File: src/design/pm_cap_pkg.sv
package pm_cap_pkg;

  localparam int          ADDR_W            = 8;
  localparam int          DATA_W            = 32;

  // Configuration-space offsets of the register pair.
  localparam logic [7:0]  CAPS_OFFSET       = 8'hC0;
  localparam logic [7:0]  CTRL_OFFSET       = 8'hC4;

  // Capability register fields and fixed values.
  localparam int          D3COLD_BIT        = 31;
  localparam int          CLK_DEP_BIT       = 19;
  localparam int          VER_LSB           = 16;
  localparam int          NEXT_PTR_LSB      = 8;
  localparam int          CAP_ID_LSB        = 0;
  localparam logic        CLK_DEP_VALUE     = 1'b0;
  localparam logic [2:0]  VER_VALUE         = 3'h2;
  localparam logic [7:0]  NEXT_PTR_VALUE    = 8'h00;
  localparam logic [7:0]  CAP_ID_VALUE      = 8'h01;

  // Control/status register fields.
  localparam int          STATUS_BIT        = 15;
  localparam int          SCALE_LSB         = 13;
  localparam int          SELECT_LSB        = 9;
  localparam int          ENABLE_BIT        = 8;
  localparam int          PSTATE_LSB        = 0;
  localparam logic [1:0]  SCALE_VALUE       = 2'h0;
  localparam logic [3:0]  SELECT_RESET      = 4'h0;
  localparam logic [1:0]  PSTATE_RESET      = 2'h0;
  localparam logic [DATA_W-1:0] ZERO_WORD   = 32'h0000_0000;

  // Byte lanes that carry the writable control fields.
  localparam int          LANE_LOW          = 0;
  localparam int          LANE_HIGH         = 1;

  typedef enum logic [1:0] {
    STATE_D0,
    STATE_D1,
    STATE_D2,
    STATE_D3HOT
  } power_state_type;

  typedef struct packed {
    logic [ADDR_W-1:0] addr;
    logic              rd;
    logic              wr;
    logic [3:0]        be;
    logic [DATA_W-1:0] wdata;
  } cfg_req_type;

endpackage : pm_cap_pkg

File: src/design/pci_power_mgmt_capability.sv
`timescale 1ns/1ps
`default_nettype none

// Overview of operation
// [RULE_01] Bit 19 reads 0: wake clock-independent.
// [RULE_02] Bits 18:16 read version code 010b.
// [RULE_03] Next-capability pointer reads 00h, list ends.
// [RULE_04] Capability identifier reads 01h.
// [RULE_05] Wake event sets status flag regardless of enable.
// [RULE_06] Writing one clears status; zero does nothing.
// [RULE_07] Status retained across resets only if d3cold.
// [RULE_08] Data-scale field reads 00b.
// [RULE_09] Data-select field writable, resets to 0000b.
// [RULE_10] Wake pin asserts only while enable set.
// [RULE_11] Enable retained across resets only if d3cold.
// [RULE_12] Power-state field reads and requests state, resets 00b.
// [RULE_13] Unsupported power-state writes discarded, bus completes.
// [RULE_14] D3cold support needs aux sense and stored bit.
// [RULE_15] Wake pin active while status and enable set.
module pci_power_mgmt_capability #(
  parameter logic [3:0] SUPPORTED_STATES = 4'hF
) (
  input  wire logic                          ref_clk,
  input  wire logic                          rst_b,
  input  wire logic                          por_b,
  input  wire logic                          sw_reset,
  input  wire logic                          aux_power_sense,
  input  wire logic                          d3cold_cfg_bit,
  input  wire logic                          wake_event,
  input  wire pm_cap_pkg::cfg_req_type       cfg_req,
  output logic [pm_cap_pkg::DATA_W-1:0]      cfg_rdata,
  output logic                               cfg_rvalid,
  output logic                               wake_pin_out,
  output logic                               wake_pin_oe,
  output pm_cap_pkg::power_state_type        power_state_field
);

  // Byte-enable test, shared by both write lanes.
  function automatic logic lane_on(input logic [3:0] be, input int lane);
    lane_on = be[lane];
  endfunction : lane_on

  ////////////////////////////////////////////////////////////////////////////////
  // Reset tracking and strap capture.
  //
  // reset_hold is high for exactly the first edge after rst_b releases. That edge
  // is where the strap is sampled, and, when the strap reads zero, where the
  // retained bits are cleared so that they behave like ordinary reset fields.

  logic       reset_hold;
  logic       d3cold_wake_support;
  logic       strap_value;
  logic       soft_clear;

  assign strap_value = aux_power_sense & d3cold_cfg_bit; // see [RULE_14]

  // The strap is caught on the first edge after release; a flop under async reset
  // may only load a constant.
  always_ff @(posedge ref_clk or negedge rst_b) begin
    if (!rst_b) begin
      reset_hold <= 1'b1;
    end else begin
      reset_hold <= 1'b0;
    end
  end

  always_ff @(posedge ref_clk or negedge rst_b) begin
    if (!rst_b) begin
      d3cold_wake_support <= 1'b0;
    end else if (reset_hold) begin
      d3cold_wake_support <= strap_value; // see [RULE_14]
    end
  end

  // Without d3cold support the retained bits follow ordinary resets back to zero.
  // A software reset with support present leaves them alone.
  assign soft_clear = (reset_hold && !strap_value) || (sw_reset && !d3cold_wake_support); // see [RULE_07] see [RULE_11]

  ////////////////////////////////////////////////////////////////////////////////
  // Write decode.
  //
  // A write lands in the same cycle that it is presented; there is no answer on the
  // bus for a write, so every field below is updated straight from the request.

  logic       ctrl_hit;
  logic       caps_hit;
  logic       wr_low;
  logic       wr_high;
  logic [1:0] wr_pstate;
  logic       pstate_ok;
  logic       wr_status_ones;
  logic       wr_enable_value;
  logic [3:0] wr_select;

  // Writes to the capability word decode to nothing: every bit there is read-only.
  assign ctrl_hit  = (cfg_req.addr == pm_cap_pkg::CTRL_OFFSET);
  assign caps_hit  = (cfg_req.addr == pm_cap_pkg::CAPS_OFFSET);
  assign wr_low    = cfg_req.wr && ctrl_hit && lane_on(cfg_req.be, pm_cap_pkg::LANE_LOW);
  assign wr_high   = cfg_req.wr && ctrl_hit && lane_on(cfg_req.be, pm_cap_pkg::LANE_HIGH);
  assign wr_pstate = cfg_req.wdata[pm_cap_pkg::PSTATE_LSB +: 2];
  // Codes outside SUPPORTED_STATES are dropped here, before they reach the state flops.
  assign pstate_ok = SUPPORTED_STATES[wr_pstate]; // see [RULE_13]

  assign wr_status_ones  = cfg_req.wdata[pm_cap_pkg::STATUS_BIT];
  assign wr_enable_value = cfg_req.wdata[pm_cap_pkg::ENABLE_BIT];
  assign wr_select       = cfg_req.wdata[pm_cap_pkg::SELECT_LSB +: 4];

  ////////////////////////////////////////////////////////////////////////////////
  // Control fields.
  //
  // Status and enable live in retained_bit so that only the power-up reset clears
  // them unconditionally; the strap decides whether lighter resets reach them too.
  // Select and power state are ordinary fields: rst_b or a software reset returns
  // them to their reset codes; por_b, the power-up reset, does not reach them.

  logic       wake_status_flag;
  logic       wake_enable_bit;
  logic [3:0] power_data_select;

  retained_bit u_status (
    .ref_clk    (ref_clk),
    .por_b      (por_b),
    .soft_clear (soft_clear),
    .hw_set     (wake_event),                                   // see [RULE_05]
    .sw_write   (wr_high),
    .sw_value   (wr_status_ones),
    .w1c_mode   (1'b1),                                         // see [RULE_06]
    .value      (wake_status_flag)
  );

  retained_bit u_enable (
    .ref_clk    (ref_clk),
    .por_b      (por_b),
    .soft_clear (soft_clear),
    .hw_set     (1'b0),
    .sw_write   (wr_high),
    .sw_value   (wr_enable_value),
    .w1c_mode   (1'b0),
    .value      (wake_enable_bit)
  );

  always_ff @(posedge ref_clk or negedge rst_b) begin
    if (!rst_b) begin
      power_data_select <= pm_cap_pkg::SELECT_RESET;
    end else if (sw_reset) begin
      power_data_select <= pm_cap_pkg::SELECT_RESET; // see [RULE_09]
    end else if (wr_high) begin
      power_data_select <= wr_select; // see [RULE_09]
    end
  end

  // An unsupported code still completes on the bus; only the state change is dropped.
  always_ff @(posedge ref_clk or negedge rst_b) begin
    if (!rst_b) begin
      power_state_field <= pm_cap_pkg::power_state_type'(pm_cap_pkg::PSTATE_RESET);
    end else if (sw_reset) begin
      power_state_field <= pm_cap_pkg::power_state_type'(pm_cap_pkg::PSTATE_RESET); // see [RULE_12]
    end else if (wr_low && pstate_ok) begin
      power_state_field <= pm_cap_pkg::power_state_type'(wr_pstate); // see [RULE_12] see [RULE_13]
    end
  end

  ////////////////////////////////////////////////////////////////////////////////
  // Wake pin, open drain: driven low only while asserted.
  //
  // The pin is never driven high; the board pull-up gives the idle level. Keeping
  // the enable purely combinational off two flops means the pin follows a clear
  // in the same cycle that the flag drops, with no extra latency.

  assign wake_pin_out = 1'b0;
  assign wake_pin_oe  = wake_status_flag && wake_enable_bit; // see [RULE_10] see [RULE_15]

  ////////////////////////////////////////////////////////////////////////////////
  // Read path.

  logic [pm_cap_pkg::DATA_W-1:0] caps_word;
  logic [pm_cap_pkg::DATA_W-1:0] ctrl_word;
  logic [pm_cap_pkg::DATA_W-1:0] read_word;

  // Unimplemented and reserved bits are forced to zero by starting from ZERO_WORD.
  always_comb begin
    caps_word = pm_cap_pkg::ZERO_WORD;
    caps_word[pm_cap_pkg::D3COLD_BIT]           = d3cold_wake_support;          // see [RULE_14]
    caps_word[pm_cap_pkg::CLK_DEP_BIT]          = pm_cap_pkg::CLK_DEP_VALUE;    // see [RULE_01]
    caps_word[pm_cap_pkg::VER_LSB +: 3]         = pm_cap_pkg::VER_VALUE;        // see [RULE_02]
    caps_word[pm_cap_pkg::NEXT_PTR_LSB +: 8]    = pm_cap_pkg::NEXT_PTR_VALUE;   // see [RULE_03]
    caps_word[pm_cap_pkg::CAP_ID_LSB +: 8]      = pm_cap_pkg::CAP_ID_VALUE;     // see [RULE_04]
  end

  always_comb begin
    ctrl_word = pm_cap_pkg::ZERO_WORD;
    ctrl_word[pm_cap_pkg::STATUS_BIT]           = wake_status_flag;
    ctrl_word[pm_cap_pkg::SCALE_LSB +: 2]       = pm_cap_pkg::SCALE_VALUE;      // see [RULE_08]
    ctrl_word[pm_cap_pkg::SELECT_LSB +: 4]      = power_data_select;
    ctrl_word[pm_cap_pkg::ENABLE_BIT]           = wake_enable_bit;
    ctrl_word[pm_cap_pkg::PSTATE_LSB +: 2]      = power_state_field;            // see [RULE_12]
  end

  // Any other address reads zero, like an unclaimed configuration dword.
  assign read_word = caps_hit ? caps_word :
                     ctrl_hit ? ctrl_word :
                                pm_cap_pkg::ZERO_WORD;

  // The answer is registered so that the read data is a clean flop output; the
  // host takes it one cycle after the request, while cfg_rvalid stands.
  logic                          next_rvalid;
  logic [pm_cap_pkg::DATA_W-1:0] next_rdata;

  assign next_rvalid = cfg_req.rd;
  assign next_rdata  = cfg_req.rd ? read_word : cfg_rdata;

  always_ff @(posedge ref_clk or negedge rst_b) begin
    if (!rst_b) begin
      cfg_rvalid <= 1'b0;
    end else begin
      cfg_rvalid <= next_rvalid;
    end
  end

  always_ff @(posedge ref_clk or negedge rst_b) begin
    if (!rst_b) begin
      cfg_rdata <= pm_cap_pkg::ZERO_WORD;
    end else begin
      cfg_rdata <= next_rdata;
    end
  end

endmodule : pci_power_mgmt_capability
`default_nettype wire

File: src/design/retained_bit.sv
`timescale 1ns/1ps
`default_nettype none

// One control bit that only the power-up reset clears asynchronously; lighter resets
// reach it through soft_clear so that a retained bit can ride them out.
module retained_bit (
  input  wire logic ref_clk,
  input  wire logic por_b,
  input  wire logic soft_clear,
  input  wire logic hw_set,
  input  wire logic sw_write,
  input  wire logic sw_value,
  input  wire logic w1c_mode,
  output logic      value
);

  logic next_value;

  // A hardware set beats a simultaneous software clear, so no event is lost.
  assign next_value = soft_clear ? 1'b0 :
                      hw_set     ? 1'b1 :
                      !sw_write  ? value :
                      w1c_mode   ? (value & ~sw_value) :
                                   sw_value;

  always_ff @(posedge ref_clk or negedge por_b) begin
    if (!por_b) begin
      value <= 1'b0;
    end else begin
      value <= next_value;
    end
  end

endmodule : retained_bit
`default_nettype wire

File: config.mk
export PLATFORM = sky130hd
export DESIGN_NAME = pci_power_mgmt_capability
export DESIGN_NICKNAME = d
export VERILOG_FILES = /design/src/design/pm_cap_pkg.sv /design/src/design/pci_power_mgmt_capability.sv /design/src/design/retained_bit.sv
export SDC_FILE = /design/constraint.sdc
export NUM_CORES = 1
export LEC_CHECK = 0
export BUFFER_PORTS_ARGS = -buffer_cell sky130_fd_sc_hd__buf_2
export CAP_MARGIN = 20
export CORE_MARGIN = 2
export CORE_UTILIZATION = 39
export DETAILED_ROUTE_END_ITERATION = 12
export MAX_ROUTING_LAYER = met4
export PLACE_DENSITY = 0.79
export SYNTH_ARGS = -nofsm -noshare
export SYNTH_HDL_FRONTEND = slang
export SYNTH_HIERARCHICAL = 1
export SYNTH_SLANG_ARGS = --single-unit
File: constraint.sdc
create_clock -name ref_clk -period 1.3 [get_ports ref_clk]
set_clock_uncertainty 0.1 [all_clocks]
set_input_delay 0.13 -clock ref_clk [delete_from_list [all_inputs] [get_ports ref_clk]]
set_output_delay 0.13 -clock ref_clk [all_outputs]
set_load 0.01 [all_outputs]
Word level (Yosys, flattened, before mapping)
Index checks and enable logic that the tools add are counted.
{"block": "classes", "magnitude_cmp": 1, "muxes": 13, "eq_ne": 2, "bitwise_logic": 3, "n_reduce_logical": 14}
{"cell": "2-to-1 mux 32 bit", "count": 1}
{"cell": "equality test 8 bit, second input constant", "count": 2}
{"cell": "2-to-1 mux 16 bit", "count": 1}
{"cell": "2-to-1 mux 4 bit", "count": 2}
{"cell": "logical AND 1 bit", "count": 7}
{"cell": "2-to-1 mux 1 bit", "count": 6}
{"cell": "nonzero test 2 bit", "count": 3}
{"cell": "2-to-1 mux 2 bit", "count": 2}
{"cell": "< comparator 2 x 3 -> 1 bit, second input constant", "count": 1}
{"cell": "nonzero test 3 bit", "count": 1}
{"cell": "bitwise AND 1 bit", "count": 2}
{"cell": "binary-select mux 1 bit (select 2 bit)", "count": 1}
{"cell": "zero test 1 bit", "count": 2}
{"cell": "logical OR 1 bit", "count": 1}
{"cell": "NOT 1 bit", "count": 1}
{"block": "word_totals", "input_bits": 53, "regBits": 43}

Logic depth before layout (Yosys ltp)
Gate-level depths: netlist (run 1).
{"block": "depth", "ltp_word": 6, "depth_mapped": 6}

Cells and area by module
The synthesis (run 1) kept the hierarchy.
{"mod": "pci_power_mgmt_capability", "cells_each": 96, "area_per_inst_um2": 1034.7, "seq_area_each_um2": 476.7, "instances": 1}
{"mod": "retained_bit", "cells_each": 7, "area_per_inst_um2": 55.1, "seq_area_each_um2": 25.0, "instances": 2}

Worst setup path before layout (run 1)
OpenSTA, ideal clock, no wires.
{"block": "synth_timing", "kind": "input-to-reg", "start": "input port cfg_req[41] (netlist name)", "end": "register u_status.value", "slack_ns": -0.122, "path_stages": 6, "arrival_time_ns": 1.197, "path_cell_list": "or3_4 > buf_6 > nor3_1 > inv_1 > o21ai_1 > a21oi_1"}
{"block": "synth_via", "elab_chain_len": 4}
{"element": "start, declared", "line": "pci_power_mgmt_capability.sv:30", "rtl": "input wire pm_cap_pkg::cfg_req_type cfg_req,"}
{"element": "equality test 8 bit", "line": "pci_power_mgmt_capability.sv:96", "rtl": "assign ctrl_hit = (cfg_req.addr == pm_cap_pkg::CTRL_OFFSET);"}
{"element": "logical AND 1 bit (2 in series)", "line": "pci_power_mgmt_capability.sv:99", "rtl": "assign wr_high = cfg_req.wr && ctrl_hit && lane_on(cfg_req.be, pm_cap_pkg::LANE_HIGH);"}
{"element": "net wr_high", "line": "pci_power_mgmt_capability.sv:88", "rtl": "logic wr_high;"}
{"element": "nonzero test 3 bit (no source line)"}
{"element": "end signal, assigned", "line": "retained_bit.sv:30", "rtl": "value <= next_value;"}
{"element": "end, declared", "line": "retained_bit.sv:14", "rtl": "output logic value"}
The timed path passes the listed nets, and every way through them passes these cells.
A chain may end at the register's enable or synchronous reset.

Final worst setup path (run 1)
{"block": "layout_timing", "start": "register u_enable.value", "end": "output port wake_pin_oe"}
{"block": "layout_via", "elab_chain_len": 1}
{"element": "start, declared", "line": "retained_bit.sv:14"}
{"element": "start signal, assigned", "line": "retained_bit.sv:30"}
{"element": "logical AND 1 bit", "line": "pci_power_mgmt_capability.sv:171", "rtl": "assign wake_pin_oe = wake_status_flag && wake_enable_bit;"}
{"element": "end, declared", "line": "pci_power_mgmt_capability.sv:34", "rtl": "output logic wake_pin_oe,"}
No other way between the ends.

==> flow_results.org, run 1 <==
** Floorplan
- Core region area :: 2780 µm²
- Floorplan die width :: 58.2 µm
- Die outline area :: 3380 µm²
- Initial cell density of the core :: 41.2%
- IO Count :: 90
- From bottom edge to top edge, the die measures 58.2 µm.
- Num rows :: 19

** Clock tree
- In this run the number of H-tree levels came out at 1.
- Once the clock tree was built, the resizer swapped 0 gates to a different size.
- In this run the clock root is driven by a sky130_fd_sc_hd__clkbuf_4.
- Counting the buffers created by CTS gives 3.
- After clock tree synthesis, the clock-pin slew on the worst setup and hold paths is 0.12 ns.
- For this design, the sink count on the clock tree is 21.
- Total of hold buffers inserted after clock tree synthesis :: 13
- Clock insertion delay at the later pin of the skew report :: 0.30 ns
- The clock passes through at most 2 buffers.
- CTS tree :: done
- After clock tree synthesis, the setup repair step added 0 buffers.

** Power
- Largest vdd supply drop :: 0.543 mV
- The design draws 1.19 mW.
- Leakage power of the design :: 0.811 nW
- For this design the ratio of total power to cell area is 785 nW/µm².

** Final layout
- The number of antenna diodes in the final layout is 0.
- In the final design database the tool counted 231 nets.
- The library cells used most frequently in the layout, excluding fill and tap cells, are sky130_fd_sc_hd__buf_2 (40), sky130_fd_sc_hd__conb_1 (29), sky130_fd_sc_hd__dfrtp_1 (20), sky130_fd_sc_hd__dlygate4sd3_1 (13).
- In the final layout, the share of cells above drive strength 1 is 33.9%.
- Relative to the synthesized area, the layout overhead comes to 32.7%.
- Most common cell after layout, fill and taps aside :: sky130_fd_sc_hd__buf_2

** Global route
- Via count of the first global-routing pass :: 963
- Largest net degree at the start of global routing :: 20
- The initial antenna violation count came to 0.
- The first global-routing pass estimated 4210 µm of wire.
- Leftover overflow at the end of global routing :: 0
- Global routing used 16.7% of the available tracks.

** Worst hold path
- Class of the worst hold path :: input pin to async pin

** Routing
- The detailed router put a total of 1060 µm of wire on met1.
- Met2 layer wire length in the routed design :: 1320 µm
- Detailed routing inserted a total of 1041 vias.
- Number of violations reported at the end of detailed-routing iteration 0 :: 39
- Total detailed-routing wirelength :: 2620 µm
- Antenna violation net count after detailed routing :: 0
- Post-DR vias/cell :: 5.00
- Wire length per cell :: 12.6 µm
- In the detailed route, the total length drawn on met3 is 221 µm.
- Signal routing reaches up to met4.
- Router iterations before antenna repair :: 4
- Total DRC errors in the routed layout :: 0

** Critical path
- STA classifies the critical path startpoint as a flop.
- Worst setup EP type :: output port
- Worst path required time :: 1.07 ns
- Arrival time of the worst setup path :: 1.02 ns
- Along the worst path, the maximum fanout reaches 3.
- The critical path is of the flop to output port type.
- Across all register-to-register paths, the minimum setup slack is 0.25 ns.

** Placed design
- Port buffering added 40 buffers.
- At the end of routability-driven placement, the weighted congestion stood at 0.795.
- Detailed placement finished with a half-perimeter wire length of 2020 µm.
- Prior to clock tree synthesis, the placed netlist has a worst setup slack of -0.179 ns.

** Synthesis
- Arithmetic-cell share of the synthesized area counting full adders, half adders and majority gates :: 0%
- During synthesis, Yosys emitted a total of 6 warnings.
- In this run the cell area of the synthesized design comes to 1140 µm².
- Summed over all instances, the cell type with the most area after synthesis is sky130_fd_sc_hd__dfrtp_1.
- Yosys attributes the largest share of cell area to sky130_fd_sc_hd__dfrtp_1 (44%), sky130_fd_sc_hd__buf_4 (15%), sky130_fd_sc_hd__a22o_1 (6.1%).
- Synth Register Bits :: 21
- After synthesis, the largest family of logic cells by area is buffers and inverters.
- Library cells used by synthesis :: 28
- Compound-cell area share of the yosys netlist :: 18.7%
- Synthesis produced a netlist whose cell count is 110.
- The synthesized netlist devotes 0% of its cell area to XOR and XNOR gates.
- The portion of synthesized area spent on multiplexers is 0.984%.
- After Yosys synthesis, and, or, nand and nor cells account for 14.3% of the synthesized area.
- In this run the biggest area consumer among cell types represents 43.7% of the synthesized area.
- Sequential cell area fraction in the yosys report :: 46.0%
- After synthesis, the mean cell area works out to 10.4 µm².

** Timing
- Timing would allow up to 800 MHz.
- Post-layout min period :: 1.25 ns
- Setup violations remaining at the end of the flow were counted as 0.
- Setup ws final :: 0.0493 ns
- The total count of max-transition violations in the final report is 0.
- The hold violation count in the final report is 0.
- Fin crit share :: 96.2%
- Setup repair after global routing left no endpoint under its margin.

** Run status
- The run finished with clean final reports.

** Run
- Across the run, the number of max-cap violations was 0.
[worst paths after layout]
kind,start,endpoint,depth (start not counted)
min in group ref_clk,cfg_req[15],u_status/value$_DFFE_PN0P_,4
hold reg to reg,cfg_rdata[0]$_DFFE_PN0P_,cfg_rdata[0]$_DFFE_PN0P_,1
hold / removal,por_b,u_status/value$_DFFE_PN0P_,2
setup reg to reg,power_state_field[0]$_DFFE_PN0P_,cfg_rdata[0]$_DFFE_PN0P_,3
setup / recovery,u_enable/value$_DFFE_PN0P_,wake_pin_oe,2
max in group asynchronous,rst_b,reset_hold$_DFF_PN1_,2
[cells by family (layout without fill, tap and decap cells)]
group / Yosys count / in the layout
compound gates: 30 / 30
flops: 21 / 21
other cells: 2 / 29
mux: 1 / 1
buf+inv: 32 / 72
simple gates: 24 / 24
[stage by stage]
step / TNS [ns] / instances / cell area [µm²] / utilization, % / hold slack (ns)
after CTS: 0 / 208 / 1520 / 54.6 / 0.00476
after global placement: -0.845 / 191 / 1360 / 48.9 / -0.185
after floorplan: 0 / 137 / 1260 / - / -0.266
after detailed placement: -1.37 / 191 / 1360 / 48.9 / -0.180
final: 0 / 208 / 1520 / 54.6 / 0.0178
after global routing: 0 / 208 / 1520 / 54.6 / 0.00282
[worst max-delay path, cell delays in order (launching register included)]
cell and delay, ns:
sky130_fd_sc_hd__dfrtp_1 0.43, sky130_fd_sc_hd__and2_1 0.16, sky130_fd_sc_hd__buf_2 0.13
[routing by layer]
metal / GRT usage (%) / vias to the layer above
met5: - / -
met4: 5.32 / 0
met3: 3.79 / 2
met2: 28.9 / 60
met1: 19.1 / 496
li1: - / 483
[flip-flops by register name, indices dropped and copies added (netlist names)]
name                 flops
power_data_select        4
cfg_rvalid               1
d3cold_wake_support      1
u_enable/value           1
reset_hold               1
u_status/value           1
cfg_rdata               10
power_state_field        2
[synthesized netlist by cell type (all sizes together)]
cell type and count:
buf 25, dfrtp 20, a21oi 8, a22o 8, inv 6, nand4 6
o31ai 6, nor3 4, nand3 3, nor2b 3, o21ai 3, a31oi 2
and3 2, conb 2, nand2 2, a2111oi 1, a21o 1, a31o 1
and2 1, and4bb 1, clkinv 1, dfstp 1, mux2 1, nand4bb 1
or3 1
[where the power goes]
| group | switching [mW] | internal (mW) |
|---|---|---|
| combinational | 0.114 | 0.0853 |
| clock | 0.204 | 0.115 |
| sequential | 0.00846 | 0.666 |
| total | 0.327 | 0.866 |
[area by class of cell]
class | count | area, µm²
clock inverter | 1 | 5.00
multi-input combinational | 84 | 509
inverter | 7 | 26.3
timing repair buffer | 61 | 390
sequential | 21 | 527
clock buffer | 3 | 22.5
tap | 31 | 38.8
fill | 251 | 1260
Power figures use the tool's default switching activity.
==> run 2: changes to the inputs <==
--- a/config.mk
+++ b/config.mk
@@ -7,6 +7,7 @@
 export LEC_CHECK = 0
 export BUFFER_PORTS_ARGS = -buffer_cell sky130_fd_sc_hd__buf_2
 export CAP_MARGIN = 20
+export CORE_ASPECT_RATIO = 1.75
 export CORE_MARGIN = 2
 export CORE_UTILIZATION = 39
 export DETAILED_ROUTE_END_ITERATION = 12
==> run 2 against run 1 <==
  * Maximum frequency rose by 3.4%
  * Total power is 5.8% higher
  * Critical path type is now input pin to flop
  * Worst setup slack improved by 0.041 ns
  * Global-route usage fell by 1.2 points
  * Non-clock buffer count down 9
  * Routed wire length decreased by 12%
  * Core utilization is 3.9 points lower
  * Final area down 4.4%
  * Highest routed layer unchanged
  * Via count shrank 8.7%
  * Clock power grew 29%
==> flow_results.org, run 2 (synthesis gave the netlist of run 1 again) <==
** Run status
- Result of the run: completed (unchanged).

** Routing
- The initial DRC count was 18 (was 39).
- The wire length per cell after detailed routing is 11.7 µm (was 12.6 µm).
- The remaining antenna violation count after routing was 0 (unchanged).
- The total via count after detailed routing is 950 (was 1041).
- Total DRC errors in the routed layout :: 0 (unchanged)
- Total detailed-routing wirelength :: 2290 µm (was 2620 µm)
- Router iterations before antenna repair :: 4 (unchanged)
- The via-per-instance ratio came to 4.85 (was 5.00).

** Critical path
- The maximum fanout along the worst path is 5 (was 3).
- Worst path required time :: 1.33 ns (was 1.07 ns)
- The endpoint arrival time on the critical path is 1.24 ns (was 1.02 ns).
- The kind of launch point of the worst setup path is an input pin (was flop).
- The category of the most critical setup path is input pin to flop (was flop to output port).
- The sort of element at the end of the critical path was a flop (was output port).

** Run
- The reported max-cap violation count was 0 (unchanged).

** Clock tree
- Reg clk slew, reported paths :: 0.07 ns (was 0.12 ns)
- The number of buffers added by the clock tree synthesis step came to 3 (unchanged).
- The insertion delay to the later sink of the worst-skew pair came to 0.25 ns (was 0.30 ns).
- Total of hold buffers inserted after clock tree synthesis :: 3 (was 13)
- Clock tree root buffer cell :: sky130_fd_sc_hd__clkbuf_8 (was sky130_fd_sc_hd__clkbuf_4)
- # Post-CTS Setup Buffers :: 0 (unchanged)
- Resized Gates After CTS :: 0 (unchanged)
- The clock tree from TritonCTS is done (unchanged).
- The maximum level of the CTS H-tree was 1 (unchanged).
- The clock net sink count was 21 (unchanged).
- The maximum buffer depth of the clock tree came to 2 (unchanged).

** Final layout
- The net total in the final layout was 222 (was 231).
- The final cell count without fillers is 196 (was 208).
- Share of the core filled with cells in the final layout :: 50.7% (was 54.6%)
- The number of fill cells came to 289 (was 251).
- The area overhead of the layout relative to synthesis was 26.9% (was 32.7%).
- Area used by multi-input combinational logic :: 509 µm² (unchanged)
- The number of flip-flops in the largest register was 10 (unchanged).
- Register Area :: 527 µm² (unchanged)
- Largest registers in the final layout :: cfg_rdata (10), power_data_select (4), power_state_field (2) (unchanged)
- The number of antenna cells inserted is 0 (unchanged).
- The register containing the most flip-flops in the final layout is cfg_rdata (unchanged).
- The share of cells above drive strength 1 was 35.7% (was 33.9%).
- Most frequent cells in the layout :: sky130_fd_sc_hd__buf_2 (40), sky130_fd_sc_hd__conb_1 (29), sky130_fd_sc_hd__dfrtp_1 (20) (was sky130_fd_sc_hd__buf_2 (40), sky130_fd_sc_hd__conb_1 (29), sky130_fd_sc_hd__dfrtp_1 (20), sky130_fd_sc_hd__dlygate4sd3_1 (13))
- Most common cell after layout, fill and taps aside :: sky130_fd_sc_hd__buf_2 (unchanged)

** Placed design
- The placer's final routability congestion estimate was 0.860 (was 0.795).
- Setup slack at placement :: -0.181 ns (was -0.179 ns)
- Final HPWL from detailed placement :: 1880 µm (was 2020 µm)
- The number of port buffers is 40 (unchanged).
- Cell count after placement :: 189 (was 191)

** Global route
- The number of global-route vias before repair came to 866 (was 963).
- The total global routing track utilization is 15.5% (was 16.7%).
- The first-pass GRT wire length was 3770 µm (was 4210 µm).
- The maximum number of pins on one net before global-route repair came to 20 (unchanged).
- Number of antenna violations at the first check in global routing :: 0 (unchanged)
- The aggregate global routing overflow came to 0 (unchanged).

** Floorplan
- The number of standard-cell rows in the floorplan was 26 (was 19).
- Floorplan die width :: 45.0 µm (was 58.2 µm)
- The chip height came to 75.7 µm (was 58.2 µm).
- Initial cell density of the core :: 40.0% (was 41.2%)
- The area of the core is 2860 µm² (was 2780 µm²).
- IO Count :: 90 (unchanged)
- Die outline area :: 3400 µm² (was 3380 µm²)

** Timing
- Final count of pins violating max slew :: 0 (unchanged)
- The top achievable clock speed is 826 MHz (was 800 MHz).
- Setup ws final :: 0.0899 ns (was 0.0493 ns)
- Number of hold violations in the final report :: 0 (unchanged)
- RSZ-0062 raised after global routing :: false (unchanged)
- Post-layout min period :: 1.21 ns (was 1.25 ns)
- Fin crit share :: 93.1% (was 96.2%)
- Final setup vio count :: 0 (unchanged)

** Power
- Power density over the cells :: 868 nW/µm² (was 785 nW/µm²)
- Largest vdd supply drop :: 0.551 mV (was 0.543 mV)
- The leakage dissipation is 0.785 nW (was 0.811 nW).

** Worst hold path
- Class of the worst hold path :: input pin to flop (was input pin to async pin)
run 2: cell count changes in the layout (fill, tap and decap cells not counted):
| cell | before | now |
|---|---|---|
| sky130_fd_sc_hd__dlygate4sd3_1 | 13 | 3 |
| sky130_fd_sc_hd__clkbuf_4 | 3 | 0 |
| sky130_fd_sc_hd__clkbuf_8 | 0 | 3 |
| sky130_fd_sc_hd__buf_12 | 0 | 1 |
| sky130_fd_sc_hd__clkbuf_1 | 0 | 1 |
| sky130_fd_sc_hd__clkinv_2 | 1 | 0 |
run 2: power breakdown:
part | internal, mW | total (mW) | switching [mW]
sequential | 0.666 | 0.673 | 0.00693
combinational | 0.0690 | 0.176 | 0.107
clock | 0.218 | 0.413 | 0.195
run 2: worst paths after layout:
kind / startpoint / endpoint / slack, ns / depth (start not counted)
setup / recovery: cfg_req[41] / power_data_select[0]$_DFFE_PN0P_ / 0.09 / 5
hold / removal: sw_reset / power_data_select[2]$_DFFE_PN0P_ / 0.02 / 2
setup reg to reg: power_state_field[0]$_DFFE_PN0P_ / cfg_rdata[0]$_DFFE_PN0P_ / 0.25 / 3
hold reg to reg: cfg_rdata[0]$_DFFE_PN0P_ / cfg_rdata[0]$_DFFE_PN0P_ / 0.39 / 1
max in group asynchronous: rst_b / reset_hold$_DFF_PN1_ / 0.53 / 2
min in group asynchronous: por_b / u_enable/value$_DFFE_PN0P_ / 0.09 / 2
run 2: worst max-delay path, cell delays in order:
cell and delay [ns]:
sky130_fd_sc_hd__buf_2 0.10, sky130_fd_sc_hd__or3_4 0.44, sky130_fd_sc_hd__buf_4 0.17, sky130_fd_sc_hd__o31ai_1 0.29, sky130_fd_sc_hd__a21oi_1 0.10
run 2: area by class of cell:
cell class / count / area share, %
multi-input combinational: 84 / 35.1
timing repair buffer: 52 / 21.4
clock buffer: 4 / 3.10
tap: 28 / 2.41
inverter: 7 / 1.81
sequential: 21 / 36.3
run 2: through the flow:
step	hold slack, ns	setup TNS (ns)	power (mW)	cell area, µm²
floorplan	-0.266	0	0.816	1260
global placement	-0.184	-0.856	0.850	1380
detailed placement	-0.184	-1.22	0.853	1380
CTS	0.0244	0	1.27	1450
global route	0.0325	0	1.32	1450
finish	0.0218	0	1.26	1450
run 2: metal layers:
layer / up-vias / global-route usage, % / routed length (µm)
met3: 2 / 2.37 / 151
met4: 0 / 7.52 / 22
met1: 441 / 16.6 / 781
met2: 43 / 27.1 / 1340
met5: - / - / 0
li1: 464 / - / -
